===== src/rtl/rtc_params.svh =====
// Register offsets, field positions and reset values of the timer and clock watch.
// Assumes a 32-bit APB slave decoding byte addresses on paddr[11:0].
`ifndef RTC_PARAMS_SVH
`define RTC_PARAMS_SVH

`define RTC_ADDR_W 12
`define RTC_OFS_DATE 12'h000
`define RTC_OFS_DMATCH 12'h004
`define RTC_OFS_DLOAD 12'h008
`define RTC_OFS_YEAR 12'h00c
`define RTC_OFS_YMATCH 12'h010
`define RTC_OFS_YLOAD 12'h014
`define RTC_OFS_MASK 12'h01c
`define RTC_OFS_RIS 12'h020
`define RTC_OFS_MIS 12'h024
`define RTC_OFS_CLEAR 12'h028
`define RTC_OFS_TDR 12'h02c
`define RTC_OFS_CTRL 12'h030
`define RTC_OFS_RLD1 12'h034
`define RTC_OFS_RLD2 12'h038
`define RTC_OFS_TPR1 12'h03c
`define RTC_OFS_TPR4 12'h048
`define RTC_OFS_TIN 12'h04c

`define RTC_DATE_RST 29'h02120000
`define RTC_YEAR_RST 14'h2000
`define RTC_YMATCH_RST 14'h2000
`define RTC_TDR_RST 32'h0fffffff

// Timer control fields
`define RTC_CTRL_RUN 0
`define RTC_CTRL_ONESHOT 1
`define RTC_CTRL_SELFSTART 2
`define RTC_CTRL_LEN_LO 4
`define RTC_CTRL_LEN_HI 10

// Interrupt bit positions in mask, raw, masked and clear registers
`define RTC_IRQ_ALARM 0
`define RTC_IRQ_TIMER 1

// Calendar limits
`define RTC_SEC_MAX 6'h3b
`define RTC_MIN_MAX 6'h3b
`define RTC_HOUR_MAX 5'h17
`define RTC_DAYW_MAX 3'h7
`define RTC_MONTH_MAX 4'hc

`endif


===== src/rtl/rtc_pkg.sv =====
// Types shared by the timer and clock watch design files.
// Assumes rtc_params.svh supplies the numeric constants.
`default_nettype none
package rtc_pkg;

	// Date and time count, laid out as in the date/time registers
	typedef struct packed {
		logic [3:0] month;
		logic [4:0] day_of_month;
		logic [2:0] day_of_week;
		logic [4:0] hour;
		logic [5:0] minute;
		logic [5:0] second;
	} rtc_date_s;

	typedef logic [13:0] rtc_year_t;

	typedef enum logic [1:0] {
		RTC_BUS_IDLE = 2'b00,
		RTC_BUS_WAIT = 2'b01,
		RTC_BUS_DONE = 2'b11
	} rtc_bus_e;

endpackage

`default_nettype wire


===== src/rtl/rtc_top.sv =====
// Tick timer and clock watch with an APB register slave.
// Assumes low_speed_clk and one_hertz_tick are asynchronous pins; everything else is on pclk.
`timescale 1ns/1ps
`default_nettype none
`include "rtc_params.svh"

// What this block does
// - 32-bit down-counter steps on low-speed ticks, interrupts on reaching zero.
// - One-shot select 0 gives periodic reload; the interrupt interval follows the reload values chosen by the pattern.
// - One-shot select 1 interrupts once, halts; restart by run-enable or first reload write.
// - Periodic reload takes first value on pattern bit 0, second on 1.
// - Steps through 128-bit pattern; length comes from control bits 10 to 4.
// - Reload register writes are ignored while the counter runs.
// - Halted reload writes are taken; self-start mode then sets run-enable.
// - Counter steps once per low-speed clock period, 31.25 us on average.
// - Low-power mode stops timer and calendar; no wake-up source.
// - Seconds and minutes count 0 to 59, hours 0 to 23.
// - Day of week counts 1 to 7, month 1 to 12.
// - Day of month limit follows month length and leap year.
// - Seconds advance on each one-hertz tick that does not take a pending load.
// - Year held in its own count register.
// - Load registers copied into counters at the next one-hertz rising edge after a date load write.
// - After each increment, compare counts with match registers; equal raises alarm.
// - Combined interrupt output is OR of alarm and timer interrupts.
// - Per-interrupt mask; raw and masked status both readable.
// - Pending interrupt stays until software writes 1 to its clear bit.
module rtc_top (
	input wire logic pclk,
	input wire logic presetn,
	input wire logic clk_en,
	input wire logic low_power,
	input wire logic low_speed_clk,
	input wire logic one_hertz_tick,
	input wire logic psel,
	input wire logic penable,
	input wire logic pwrite,
	input wire logic [`RTC_ADDR_W-1:0] paddr,
	input wire logic [31:0] pwdata,
	output logic [31:0] prdata,
	output logic pready,
	output logic pslverr,
	output logic watch_alarm_irq,
	output logic timer_zero_irq,
	output logic combined_irq
);
	import rtc_pkg::*;

	// Pin synchronisers: bit 0 low-speed clock, bit 1 one-hertz tick
	logic [1:0] pin_in;
	logic [1:0] sync_a;
	logic [1:0] sync_b;
	logic [1:0] sync_c;
	logic ls_edge;
	logic hz_edge;

	assign pin_in = {one_hertz_tick, low_speed_clk};

	genvar gi;
	generate
		for (gi = 0; gi < 2; gi++) begin : g_sync
			always_ff @(posedge pclk or negedge presetn) begin
				if (!presetn) begin
					sync_a[gi] <= 1'b0;
					sync_b[gi] <= 1'b0;
					sync_c[gi] <= 1'b0;
				end else if (clk_en) begin
					sync_a[gi] <= pin_in[gi];
					sync_b[gi] <= sync_a[gi];
					sync_c[gi] <= sync_b[gi];
				end
			end
		end
	endgenerate

	assign ls_edge = sync_b[0] && !sync_c[0] && !low_power;
	assign hz_edge = sync_b[1] && !sync_c[1] && !low_power;

	// APB handshake
	rtc_bus_e bus_state;
	logic bus_wr;
	logic [31:0] next_prdata;
	logic next_slverr;
	logic addr_hit;

	always_ff @(posedge pclk or negedge presetn) begin
		if (!presetn) begin
			bus_state <= RTC_BUS_IDLE;
		end else if (clk_en) begin
			case (bus_state)
				RTC_BUS_IDLE: bus_state <= (psel && penable) ? RTC_BUS_WAIT : RTC_BUS_IDLE;
				RTC_BUS_WAIT: bus_state <= RTC_BUS_DONE;
				RTC_BUS_DONE: bus_state <= RTC_BUS_IDLE;
				default: bus_state <= RTC_BUS_IDLE;
			endcase
		end
	end

	assign bus_wr = psel && penable && pwrite && pready && !pslverr;

	// Registers
	rtc_date_s dt_match;
	rtc_date_s dt_load;
	rtc_year_t yr_match;
	rtc_year_t yr_load;
	rtc_date_s dt_count;
	rtc_year_t yr_count;
	logic [1:0] irq_mask;
	logic [1:0] raw_irq;
	logic [31:0] first_reload_value;
	logic [31:0] second_reload_value;
	logic [127:0] pattern;
	logic [31:0] count;
	logic [31:0] irq_number;
	logic [6:0] pat_idx;
	logic timer_run_enable;
	logic timer_one_shot_select;
	logic self_start;
	logic [6:0] pat_len;
	logic [10:0] ctrl_pend;
	logic ctrl_pend_vld;
	logic start_req;
	logic dt_load_pend;
	logic cmp_pend;
	logic alarm_evt;
	logic timer_evt;
	logic wr_tlr1;
	logic wr_tlr2;

	assign wr_tlr1 = bus_wr && (paddr == `RTC_OFS_RLD1) && !timer_run_enable;
	assign wr_tlr2 = bus_wr && (paddr == `RTC_OFS_RLD2) && !timer_run_enable;

	always_ff @(posedge pclk or negedge presetn) begin
		if (!presetn) begin
			dt_match <= '0;
			dt_load <= '0;
			yr_match <= `RTC_YMATCH_RST;
			yr_load <= '0;
			irq_mask <= 2'h0;
			pattern <= '0;
		end else if (clk_en && bus_wr) begin
			case (paddr)
				`RTC_OFS_DMATCH: dt_match <= rtc_date_s'(pwdata[28:0]);
				`RTC_OFS_DLOAD: dt_load <= rtc_date_s'(pwdata[28:0]);
				`RTC_OFS_YMATCH: yr_match <= pwdata[13:0];
				`RTC_OFS_YLOAD: yr_load <= pwdata[13:0];
				`RTC_OFS_MASK: irq_mask <= pwdata[1:0];
				default: begin
					for (int k = 0; k < 4; k++) begin
						if (paddr == `RTC_OFS_TPR1 + 12'(4 * k)) begin
							pattern[32*k +: 32] <= pwdata;
						end
					end
				end
			endcase
		end
	end

	always_ff @(posedge pclk or negedge presetn) begin
		if (!presetn) begin
			first_reload_value <= '0;
			second_reload_value <= '0;
		end else if (clk_en) begin
			if (wr_tlr1) begin
				first_reload_value <= pwdata;
			end
			if (wr_tlr2) begin
				second_reload_value <= pwdata;
			end
		end
	end

	// Tick timer; requests from the bus wait for the next low-speed tick
	always_ff @(posedge pclk or negedge presetn) begin
		if (!presetn) begin
			count <= `RTC_TDR_RST;
			pat_idx <= '0;
			irq_number <= '0;
			timer_run_enable <= 1'b0;
			timer_one_shot_select <= 1'b0;
			self_start <= 1'b0;
			pat_len <= '0;
			ctrl_pend <= '0;
			ctrl_pend_vld <= 1'b0;
			start_req <= 1'b0;
			timer_evt <= 1'b0;
		end else if (clk_en) begin
			timer_evt <= 1'b0;
			if (ls_edge) begin
				ctrl_pend_vld <= 1'b0;
				start_req <= 1'b0;
				if (ctrl_pend_vld) begin
					timer_run_enable <= ctrl_pend[`RTC_CTRL_RUN];
					timer_one_shot_select <= ctrl_pend[`RTC_CTRL_ONESHOT];
					self_start <= ctrl_pend[`RTC_CTRL_SELFSTART];
					pat_len <= ctrl_pend[`RTC_CTRL_LEN_HI:`RTC_CTRL_LEN_LO];
					if (ctrl_pend[`RTC_CTRL_RUN] && !timer_run_enable) begin
						count <= first_reload_value;
						pat_idx <= '0;
					end
				end else if (start_req) begin
					timer_run_enable <= 1'b1;
					count <= first_reload_value;
					pat_idx <= '0;
				end else if (timer_run_enable) begin
					if (count == 32'h0) begin
						timer_evt <= 1'b1;
						irq_number <= irq_number + 32'd1;
						if (timer_one_shot_select) begin
							timer_run_enable <= 1'b0;
						end else begin
							count <= pattern[pat_idx] ? second_reload_value : first_reload_value;
							pat_idx <= (pat_idx == pat_len) ? 7'd0 : pat_idx + 7'd1;
						end
					end else begin
						count <= count - 32'd1;
					end
				end
			end
			if (bus_wr && paddr == `RTC_OFS_CTRL) begin
				ctrl_pend <= pwdata[10:0];
				ctrl_pend_vld <= 1'b1;
			end
			if ((wr_tlr1 && (timer_one_shot_select || self_start)) || (wr_tlr2 && self_start)) begin
				start_req <= 1'b1;
			end
		end
	end

	// Clock watch
	always_ff @(posedge pclk or negedge presetn) begin
		if (!presetn) begin
			dt_load_pend <= 1'b0;
			cmp_pend <= 1'b0;
		end else if (clk_en) begin
			cmp_pend <= hz_edge && !dt_load_pend;
			if (hz_edge) begin
				dt_load_pend <= 1'b0;
			end
			if (bus_wr && paddr == `RTC_OFS_DLOAD) begin
				dt_load_pend <= 1'b1;
			end
		end
	end

	rtc_calendar u_calendar (
		.pclk(pclk),
		.presetn(presetn),
		.clk_en(clk_en),
		.step(hz_edge && !dt_load_pend),
		.load(hz_edge && dt_load_pend),
		.load_date(dt_load),
		.load_year(yr_load),
		.date(dt_count),
		.year(yr_count)
	);

	// Zero in a match field other than the time of day matches anything
	always_comb begin
		alarm_evt = cmp_pend
			&& dt_count.second == dt_match.second
			&& dt_count.minute == dt_match.minute
			&& dt_count.hour == dt_match.hour
			&& (dt_match.day_of_week == 3'd0 || dt_count.day_of_week == dt_match.day_of_week)
			&& (dt_match.day_of_month == 5'd0 || dt_count.day_of_month == dt_match.day_of_month)
			&& (dt_match.month == 4'd0 || dt_count.month == dt_match.month)
			&& (yr_match == 14'd0 || yr_count == yr_match);
	end

	// Interrupt status: a new event wins over a clear in the same cycle
	logic [1:0] irq_clr;
	logic [1:0] irq_set;
	logic [1:0] next_raw;

	assign irq_clr = (bus_wr && paddr == `RTC_OFS_CLEAR) ? pwdata[1:0] : 2'h0;
	assign irq_set = {timer_evt, alarm_evt};
	assign next_raw = (raw_irq & ~irq_clr) | irq_set;

	always_ff @(posedge pclk or negedge presetn) begin
		if (!presetn) begin
			raw_irq <= 2'h0;
			watch_alarm_irq <= 1'b0;
			timer_zero_irq <= 1'b0;
			combined_irq <= 1'b0;
		end else if (clk_en) begin
			raw_irq <= next_raw;
			watch_alarm_irq <= next_raw[`RTC_IRQ_ALARM] && irq_mask[`RTC_IRQ_ALARM];
			timer_zero_irq <= next_raw[`RTC_IRQ_TIMER] && irq_mask[`RTC_IRQ_TIMER];
			combined_irq <= |(next_raw & irq_mask);
		end
	end

	// Read mux
	always_comb begin
		next_prdata = 32'h0;
		addr_hit = 1'b1;
		case (paddr)
			`RTC_OFS_DATE: next_prdata = {3'h0, dt_count};
			`RTC_OFS_DMATCH: next_prdata = {3'h0, dt_match};
			`RTC_OFS_DLOAD: next_prdata = {3'h0, dt_load};
			`RTC_OFS_YEAR: next_prdata = {18'h0, yr_count};
			`RTC_OFS_YMATCH: next_prdata = {18'h0, yr_match};
			`RTC_OFS_YLOAD: next_prdata = {18'h0, yr_load};
			`RTC_OFS_MASK: next_prdata = {30'h0, irq_mask};
			`RTC_OFS_RIS: next_prdata = {30'h0, raw_irq};
			`RTC_OFS_MIS: next_prdata = {30'h0, raw_irq & irq_mask};
			`RTC_OFS_CLEAR: next_prdata = 32'h0;
			`RTC_OFS_TDR: next_prdata = count;
			`RTC_OFS_CTRL: next_prdata = {21'h0, pat_len, 1'b0, self_start, timer_one_shot_select, timer_run_enable};
			`RTC_OFS_RLD1: next_prdata = first_reload_value;
			`RTC_OFS_RLD2: next_prdata = second_reload_value;
			`RTC_OFS_TIN: next_prdata = irq_number;
			default: begin
				addr_hit = 1'b0;
				for (int k = 0; k < 4; k++) begin
					if (paddr == `RTC_OFS_TPR1 + 12'(4 * k)) begin
						next_prdata = pattern[32*k +: 32];
						addr_hit = 1'b1;
					end
				end
			end
		endcase
	end

	always_ff @(posedge pclk or negedge presetn) begin
		if (!presetn) begin
			pready <= 1'b0;
			pslverr <= 1'b0;
			prdata <= 32'h0;
		end else if (clk_en) begin
			pready <= (bus_state == RTC_BUS_WAIT);
			pslverr <= (bus_state == RTC_BUS_WAIT) && !addr_hit;
			if (bus_state == RTC_BUS_WAIT && !pwrite) begin
				prdata <= next_prdata;
			end
		end
	end

endmodule // rtc_top

`default_nettype wire


===== src/rtl/rtc_calendar.sv =====
// Calendar counters: seconds through months plus year, with load and step.
// Assumes step and load are single-cycle pulses on pclk.
`timescale 1ns/1ps
`default_nettype none
`include "rtc_params.svh"

module rtc_calendar (
	input wire logic pclk,
	input wire logic presetn,
	input wire logic clk_en,
	input wire logic step,
	input wire logic load,
	input wire rtc_pkg::rtc_date_s load_date,
	input wire rtc_pkg::rtc_year_t load_year,
	output rtc_pkg::rtc_date_s date,
	output rtc_pkg::rtc_year_t year
);
	import rtc_pkg::*;

	rtc_date_s next_date;
	rtc_year_t next_year;
	logic leap;
	logic [4:0] month_days;

	always_comb begin
		leap = (year % 14'd4 == 14'd0) && ((year % 14'd100 != 14'd0) || (year % 14'd400 == 14'd0));
		case (date.month)
			4'h2: month_days = leap ? 5'd29 : 5'd28;
			4'h4, 4'h6, 4'h9, 4'hb: month_days = 5'd30;
			default: month_days = 5'd31;
		endcase
	end

	// Rollover cascade from seconds up to year
	always_comb begin
		next_date = date;
		next_year = year;
		if (date.second != `RTC_SEC_MAX) begin
			next_date.second = date.second + 6'd1;
		end else begin
			next_date.second = 6'd0;
			if (date.minute != `RTC_MIN_MAX) begin
				next_date.minute = date.minute + 6'd1;
			end else begin
				next_date.minute = 6'd0;
				if (date.hour != `RTC_HOUR_MAX) begin
					next_date.hour = date.hour + 5'd1;
				end else begin
					next_date.hour = 5'd0;
					next_date.day_of_week = (date.day_of_week == `RTC_DAYW_MAX) ? 3'd1 :
						date.day_of_week + 3'd1;
					if (date.day_of_month < month_days) begin
						next_date.day_of_month = date.day_of_month + 5'd1;
					end else begin
						next_date.day_of_month = 5'd1;
						if (date.month != `RTC_MONTH_MAX) begin
							next_date.month = date.month + 4'd1;
						end else begin
							next_date.month = 4'd1;
							next_year = year + 14'd1;
						end
					end
				end
			end
		end
	end

	always_ff @(posedge pclk or negedge presetn) begin
		if (!presetn) begin
			date <= rtc_date_s'(`RTC_DATE_RST);
			year <= `RTC_YEAR_RST;
		end else if (clk_en) begin
			if (load) begin
				date <= load_date;
				year <= load_year;
			end else if (step) begin
				date <= next_date;
				year <= next_year;
			end
		end
	end

endmodule // rtc_calendar

`default_nettype wire


===== config.mk =====
export PLATFORM = sky130hd
export DESIGN_NAME = rtc_top
export DESIGN_NICKNAME = d
export VERILOG_FILES = /design/src/rtl/rtc_pkg.sv /design/src/rtl/rtc_top.sv /design/src/rtl/rtc_calendar.sv
export VERILOG_INCLUDE_DIRS = /design/src /design/src/rtl
export SDC_FILE = /design/constraint.sdc
export NUM_CORES = 1
export LEC_CHECK = 0
export BUFFER_PORTS_ARGS = -buffer_cell sky130_fd_sc_hd__buf_2
export CELL_PAD_IN_SITES_DETAIL_PLACEMENT = 0
export CELL_PAD_IN_SITES_GLOBAL_PLACEMENT = 2
export CORE_ASPECT_RATIO = 0.7
export CORE_MARGIN = 2
export CORE_UTILIZATION = 40
export DETAILED_ROUTE_END_ITERATION = 10
export MAX_ROUTING_LAYER = met4
export PLACE_DENSITY = 0.77
export REMOVE_ABC_BUFFERS = 1
export SYNTH_ARGS = -nofsm -noshare
export SYNTH_HDL_FRONTEND = slang
export SYNTH_SLANG_ARGS = --single-unit
export TNS_END_PERCENT = 50

===== constraint.sdc =====
create_clock -name pclk -period 13.7 [get_ports pclk]
set_clock_uncertainty 0.05 [all_clocks]
set_input_delay 2.74 -clock pclk [delete_from_list [all_inputs] [get_ports pclk]]
set_output_delay 2.74 -clock pclk [all_outputs]
set_load 0.01 [all_outputs]

# Yosys cells after proc, flatten, opt, wreduce, memory -nomap -nowiden
# Cells that the tools add are included.
# totals
reg_bits	467
latchBits	0
mem_bits_rw	0
rom_bits	0
input_bits	53
n_memories	0
# classes
addsub	10
n_mul	0
div_mod_pow	2
magnitude_cmp	2
eq_ne	45
n_shift	0
muxes	65
bitwise	8
n_reduce_logical	95
# ops
operator	n
$pmux W32 S15	1
$mux W32	11
$mux W14	7
$eq A12 B6 Y1 const B	8
$mux W29	2
$mux W7	7
$eq A12 B7 Y1 const B	4
$logic_not A14 Y1	3
$eq A12 B5 Y1 const B	3
$logic_and A1 B1 Y1	33
$add A32 B1 Y32 const B	1
$logic_not A32 Y1	1
$sub A32 B1 Y32 const B	1
$reduce_and A2 Y1	14
$eq A12 B4 Y1 const B	2
$mux W1	23
$mux W23	1
$reduce_and A3 Y1	6
$reduce_and A6 Y1	3
$mux W17	1
$reduce_or A15 Y1	1
$add A14 B1 Y14 const B	1
$eq A14 B14 Y1	1
$mod A14 B7 Y14 const B	1
other kinds (53)	91

# Logic depth before layout (Yosys ltp)
# logic_depth
word_depth	13
depth_mapped	21
ltp_nobuf	19

# Cells and area by module
# From an unflattened synthesis, not the netlist that was laid out.
# unflattened
cells_unflattened	2550
hier_area_um2	26639.3
# modules_own_cells
mod	n_inst	cells_per_inst	area_each_um2
rtc_top	1	1946	21959.8
rtc_calendar	1	604	4679.5

# Worst setup path after synthesis
# Ideal clock, no wire load.
# synth_path
path_type	input port to flip-flop
start	input low_power
end	register u_calendar.year[12]
arrival_ps	5672
t_required_ps	13585
setup_slack_ps	7913
path_stages	14
n_path_buf	1
cell_sequence	nor3b_1 -> nand2_1 -> o21ai_1 -> nand3_1 -> nor2b_1 -> nand2_1 -> or3_1 -> clkbuf_1 -> or2_2 -> nor4_1 -> nand3_1 -> nor3_1 -> a21oi_1 -> nand2_1
# synth_via
elab_chain_cells	5
word_cells_on_any_way	12
# synth_lines
item	line	rtl
from (decl)	rtc_top.sv:31	input wire logic low_power,
$logic_not A1 Y1 *	rtc_top.sv:76	assign hz_edge = sync_b[1] && !sync_c[1] && !low_power;
$logic_and A1 B1 Y1 *	rtc_top.sv:76	
$logic_and A1 B1 Y1 (on tied branches)	rtc_top.sv:250, rtc_top.sv:249	
$ne A2 B1 Y1 (no source line) / $reduce_bool A2 Y1 (equally long branches)	-	
$reduce_and A7 Y1 (no source line)	-	
to (signal assigned)	rtc_calendar.sv:71	year <= `RTC_YEAR_RST;
to (signal assigned)	rtc_calendar.sv:75	year <= load_year;
to (signal assigned)	rtc_calendar.sv:78	year <= next_year;
to (decl)	rtc_calendar.sv:16	output rtc_pkg::rtc_year_t year
# Mark *: on every way between the ends. The rest lies on a longest branch, timed or not.
# A chain may end at the register's enable or synchronous reset.

# Worst setup path in the final report
# Same ends and word-level chain as after synthesis.

==> qor.yml <==
rows: 77
die_h_um: 215
groute.usage.overall_pct: 30.3
worst_slew_pin_slew_ps: 1290
r2r_cells: 17
finalWeightedCongestion: 0.944
syn2layout_area_growth_pct: 11.5
drt-initial-drc-count: 2396
yosys.area.top_type: "dfrtp_1"
use_met1_pct: 44.7
initial_utilization_pct: 40.4
cts_max_level: 2
cts_buffers: 51
gr-total-overflow: 0
cpMostUsedCell: "nand2_1"
netlist_top_cells_area: "dfrtp_1, mux2_2, mux4_2"
power.total_mw: 3.08
drt-total-wl_um: 97600
cts_buffer_depth: 3
path_max_fanout: 27
max_freq_mhz: 152
synth_mux_area_share_pct: 17.5
drt-vias-per-instance: 6.43
synth_top_area_share_pct: 42.5
antenna_found_initial: 4
timing.final.hold_violations: 0
ios: 90
crit_chain: "buf_2, nor3b_1, buf_4, nand2_1, o21ai_1, nand3_1, nor2b_1, nand2_1, or3_1, or2_2, nor4_1, nand3_1, nor3_1, a21oi_1, nand2_1"
cts_resized: 0
drc: 0
holdBufCountCts: 0
min_delay_path_depth: 2
syn_area_per_cell_um2: 10.6
final_cells: 3294
ys_seq_elements: 465
hold_path_class: "reg2reg"
dp.cells: 3198
slowest_delay_ps: 660
fin_hold_ws_ps: 421
critPathLaunchType: "primary input"
die_area_um2: 65700
use_met3_pct: 8.45
wl_per_cell_um: 29.6
yosys.area_share.adder_pct: 0.919
crit_type: "in2reg"
die_w_um: 306
ys_warn_count: 0
r2r-start: "u_calendar.year[10]$_DFFE_PN0P_"
grtUsageMet2_pct: 40.6
async_flop_share_pct: 100
busiest_layer: "met1"
root_buffer: "clkbuf_16"
synth_edf_count: 0
synth_xor_area_share_pct: 3.82
final_core_util_pct: 45.1
synth_top_family_by_area: "multiplexers"
hp-start: "prdata[10]$_DFFE_PN0P_"
synth_compound_area_share_pct: 16.5
worst_setup_path_end_kind: "register"
drv_slew: 0
grt_start_max_net_pins: 118
final_cell_mix: "dfrtp_1, mux2_2, nand2_1"
ys_seq_area_share_pct: 45.9
clk_pin_slew_ps: 60
ir_worst_vdd_v: 0.0000939
ys_types: 92
cp.required_ps: 14180
slew_headroom_pct: 13.8
finalSetupViolCount: 0
synth_area_um2: 25500
nets: 2492
leakage_nw: 12.6
setup_tns_ps: 0
vias: 21200
clock-sinks: 465
drive_gt1_share_pct: 26.6
powerDensity_nw_per_um2: 108
crit_path_start: "low_power"
cts_tree: "yes"
synthCells: 2399
core_area_um2: 63000
clk_latency_ps: 610
first_pass_iters: 6
run_status: "finished, final reports clean"
post_cts_buffers: 0
dp_hpwl_um: 67200
numPortBuffers: 89
min_period_over_period_pct: 48.0
ant_nets: 0
arrival_ps: 7060
slowest_stage: "or3_1"
period_minus_slack_ps: 6570
grt_setup_unrepaired: "no"
grt_pass1_vias: 20300
cap_viol_max_count: 0
yosys.area_share.simple_pct: 12.2
synthFlopType: "dfrtp_1"
grt_first_pass_wirelength_um: 144000
final_common_cell: "dfrtp_1"
-- per-stage QoR --
stage | setup WS, ps | instance area (um2)
3_3_place_gp | 6590 | 26800
2_1_floorplan | 5390 | 24800
6_report | 7130 | 28400
3_5_place_dp | 6550 | 26800
5_1_grt | 6630 | 28400
4_1_cts | 7160 | 28400
-- metal layers --
metal  share of wire (%)  vias up
met5                   0        -
met4                 2.1        0
met3                  11      119
met2                  41     1048
met1                  46    11000
li1                    -     9065
-- cell usage after synthesis, types with 21 or more instances --
cell,number
a21oi_1,82
a221oi_1,62
a222oi_1,21
a22o_1,44
a22oi_1,62
a31oi_1,34
buf_1,29
clkbuf_1,127
dfrtp_1,432
dfstp_2,33
inv_1,38
mux2_2,304
mux4_2,42
nand2_1,211
nand3_1,73
nand4_1,29
nor2_1,129
nor3_1,66
nor4_1,30
o21ai_0,138
xnor2_1,58
xor2_1,50
-- cell families (layout without fill, tap and decap cells) --
kind of cell               count (synthesis)  count (layout)
AOI/OAI and AO/OA                        595             595
xor gates and xnor gates                 109             109
adders and majority gates                 19              19
buffers and inverters                    207             270
DFF                                      465             465
muxes                                    354             354
other                                      0               3
and+or+nand+nor                          650             650
-- state kept, by name, summed over array words and instances (netlist names), 2 cells and up --
name                 count
pattern                128
count                   32
first_reload_value      32
irq_number              32
prdata                  32
second_reload_value     32
dt_load                 29
dt_match                29
u_calendar.date         29
u_calendar.year         14
yr_load                 14
yr_match                14
ctrl_pend               10
pat_idx                  7
pat_len                  7
bus_state                2
irq_mask                 2
raw_irq                  2
sync_a                   2
sync_b                   2
sync_c                   2
-- cell type report --
class                      instances  area (um2)
antenna                            3        7.51
tap                              829        1040
multi-input combinational       1727       13100
fill                            5911       34600
inverter                          39         146
clock buffer                      76        1490
clock inverter                    17         128
sequential                       465       11700
timing repair buffer             138         823
-- critical path, delay by kind of cell --
family,cells,cell delay (ps)
simple gates,11,3620
buf+inv,2,340
compound gates,2,340
-- final timing paths --
path	end	slack (ps)
max	u_calendar.year[12]$_DFFE_PN0P_	7130
min	prdata[10]$_DFFE_PN0P_	420
max reg2reg	u_calendar.date[26]$_DFFE_PN0P_	7330
min reg2reg	prdata[10]$_DFFE_PN0P_	420
max in group asynchronous	second_reload_value[22]$_DFFE_PN0P_	9060
min in group asynchronous	sync_b[1]$_DFFE_PN0P_	2180
-- report_power, final --
group	leakage, nW	total [mW]	internal, mW	switching (mW)
combinational	5.52	0.242	0.0853	0.157
clock	0.804	1.36	0.770	0.592
sequential	6.26	1.47	1.43	0.0489
total	12.6	3.08	2.28	0.798
Power figures use the tool's default switching activity.
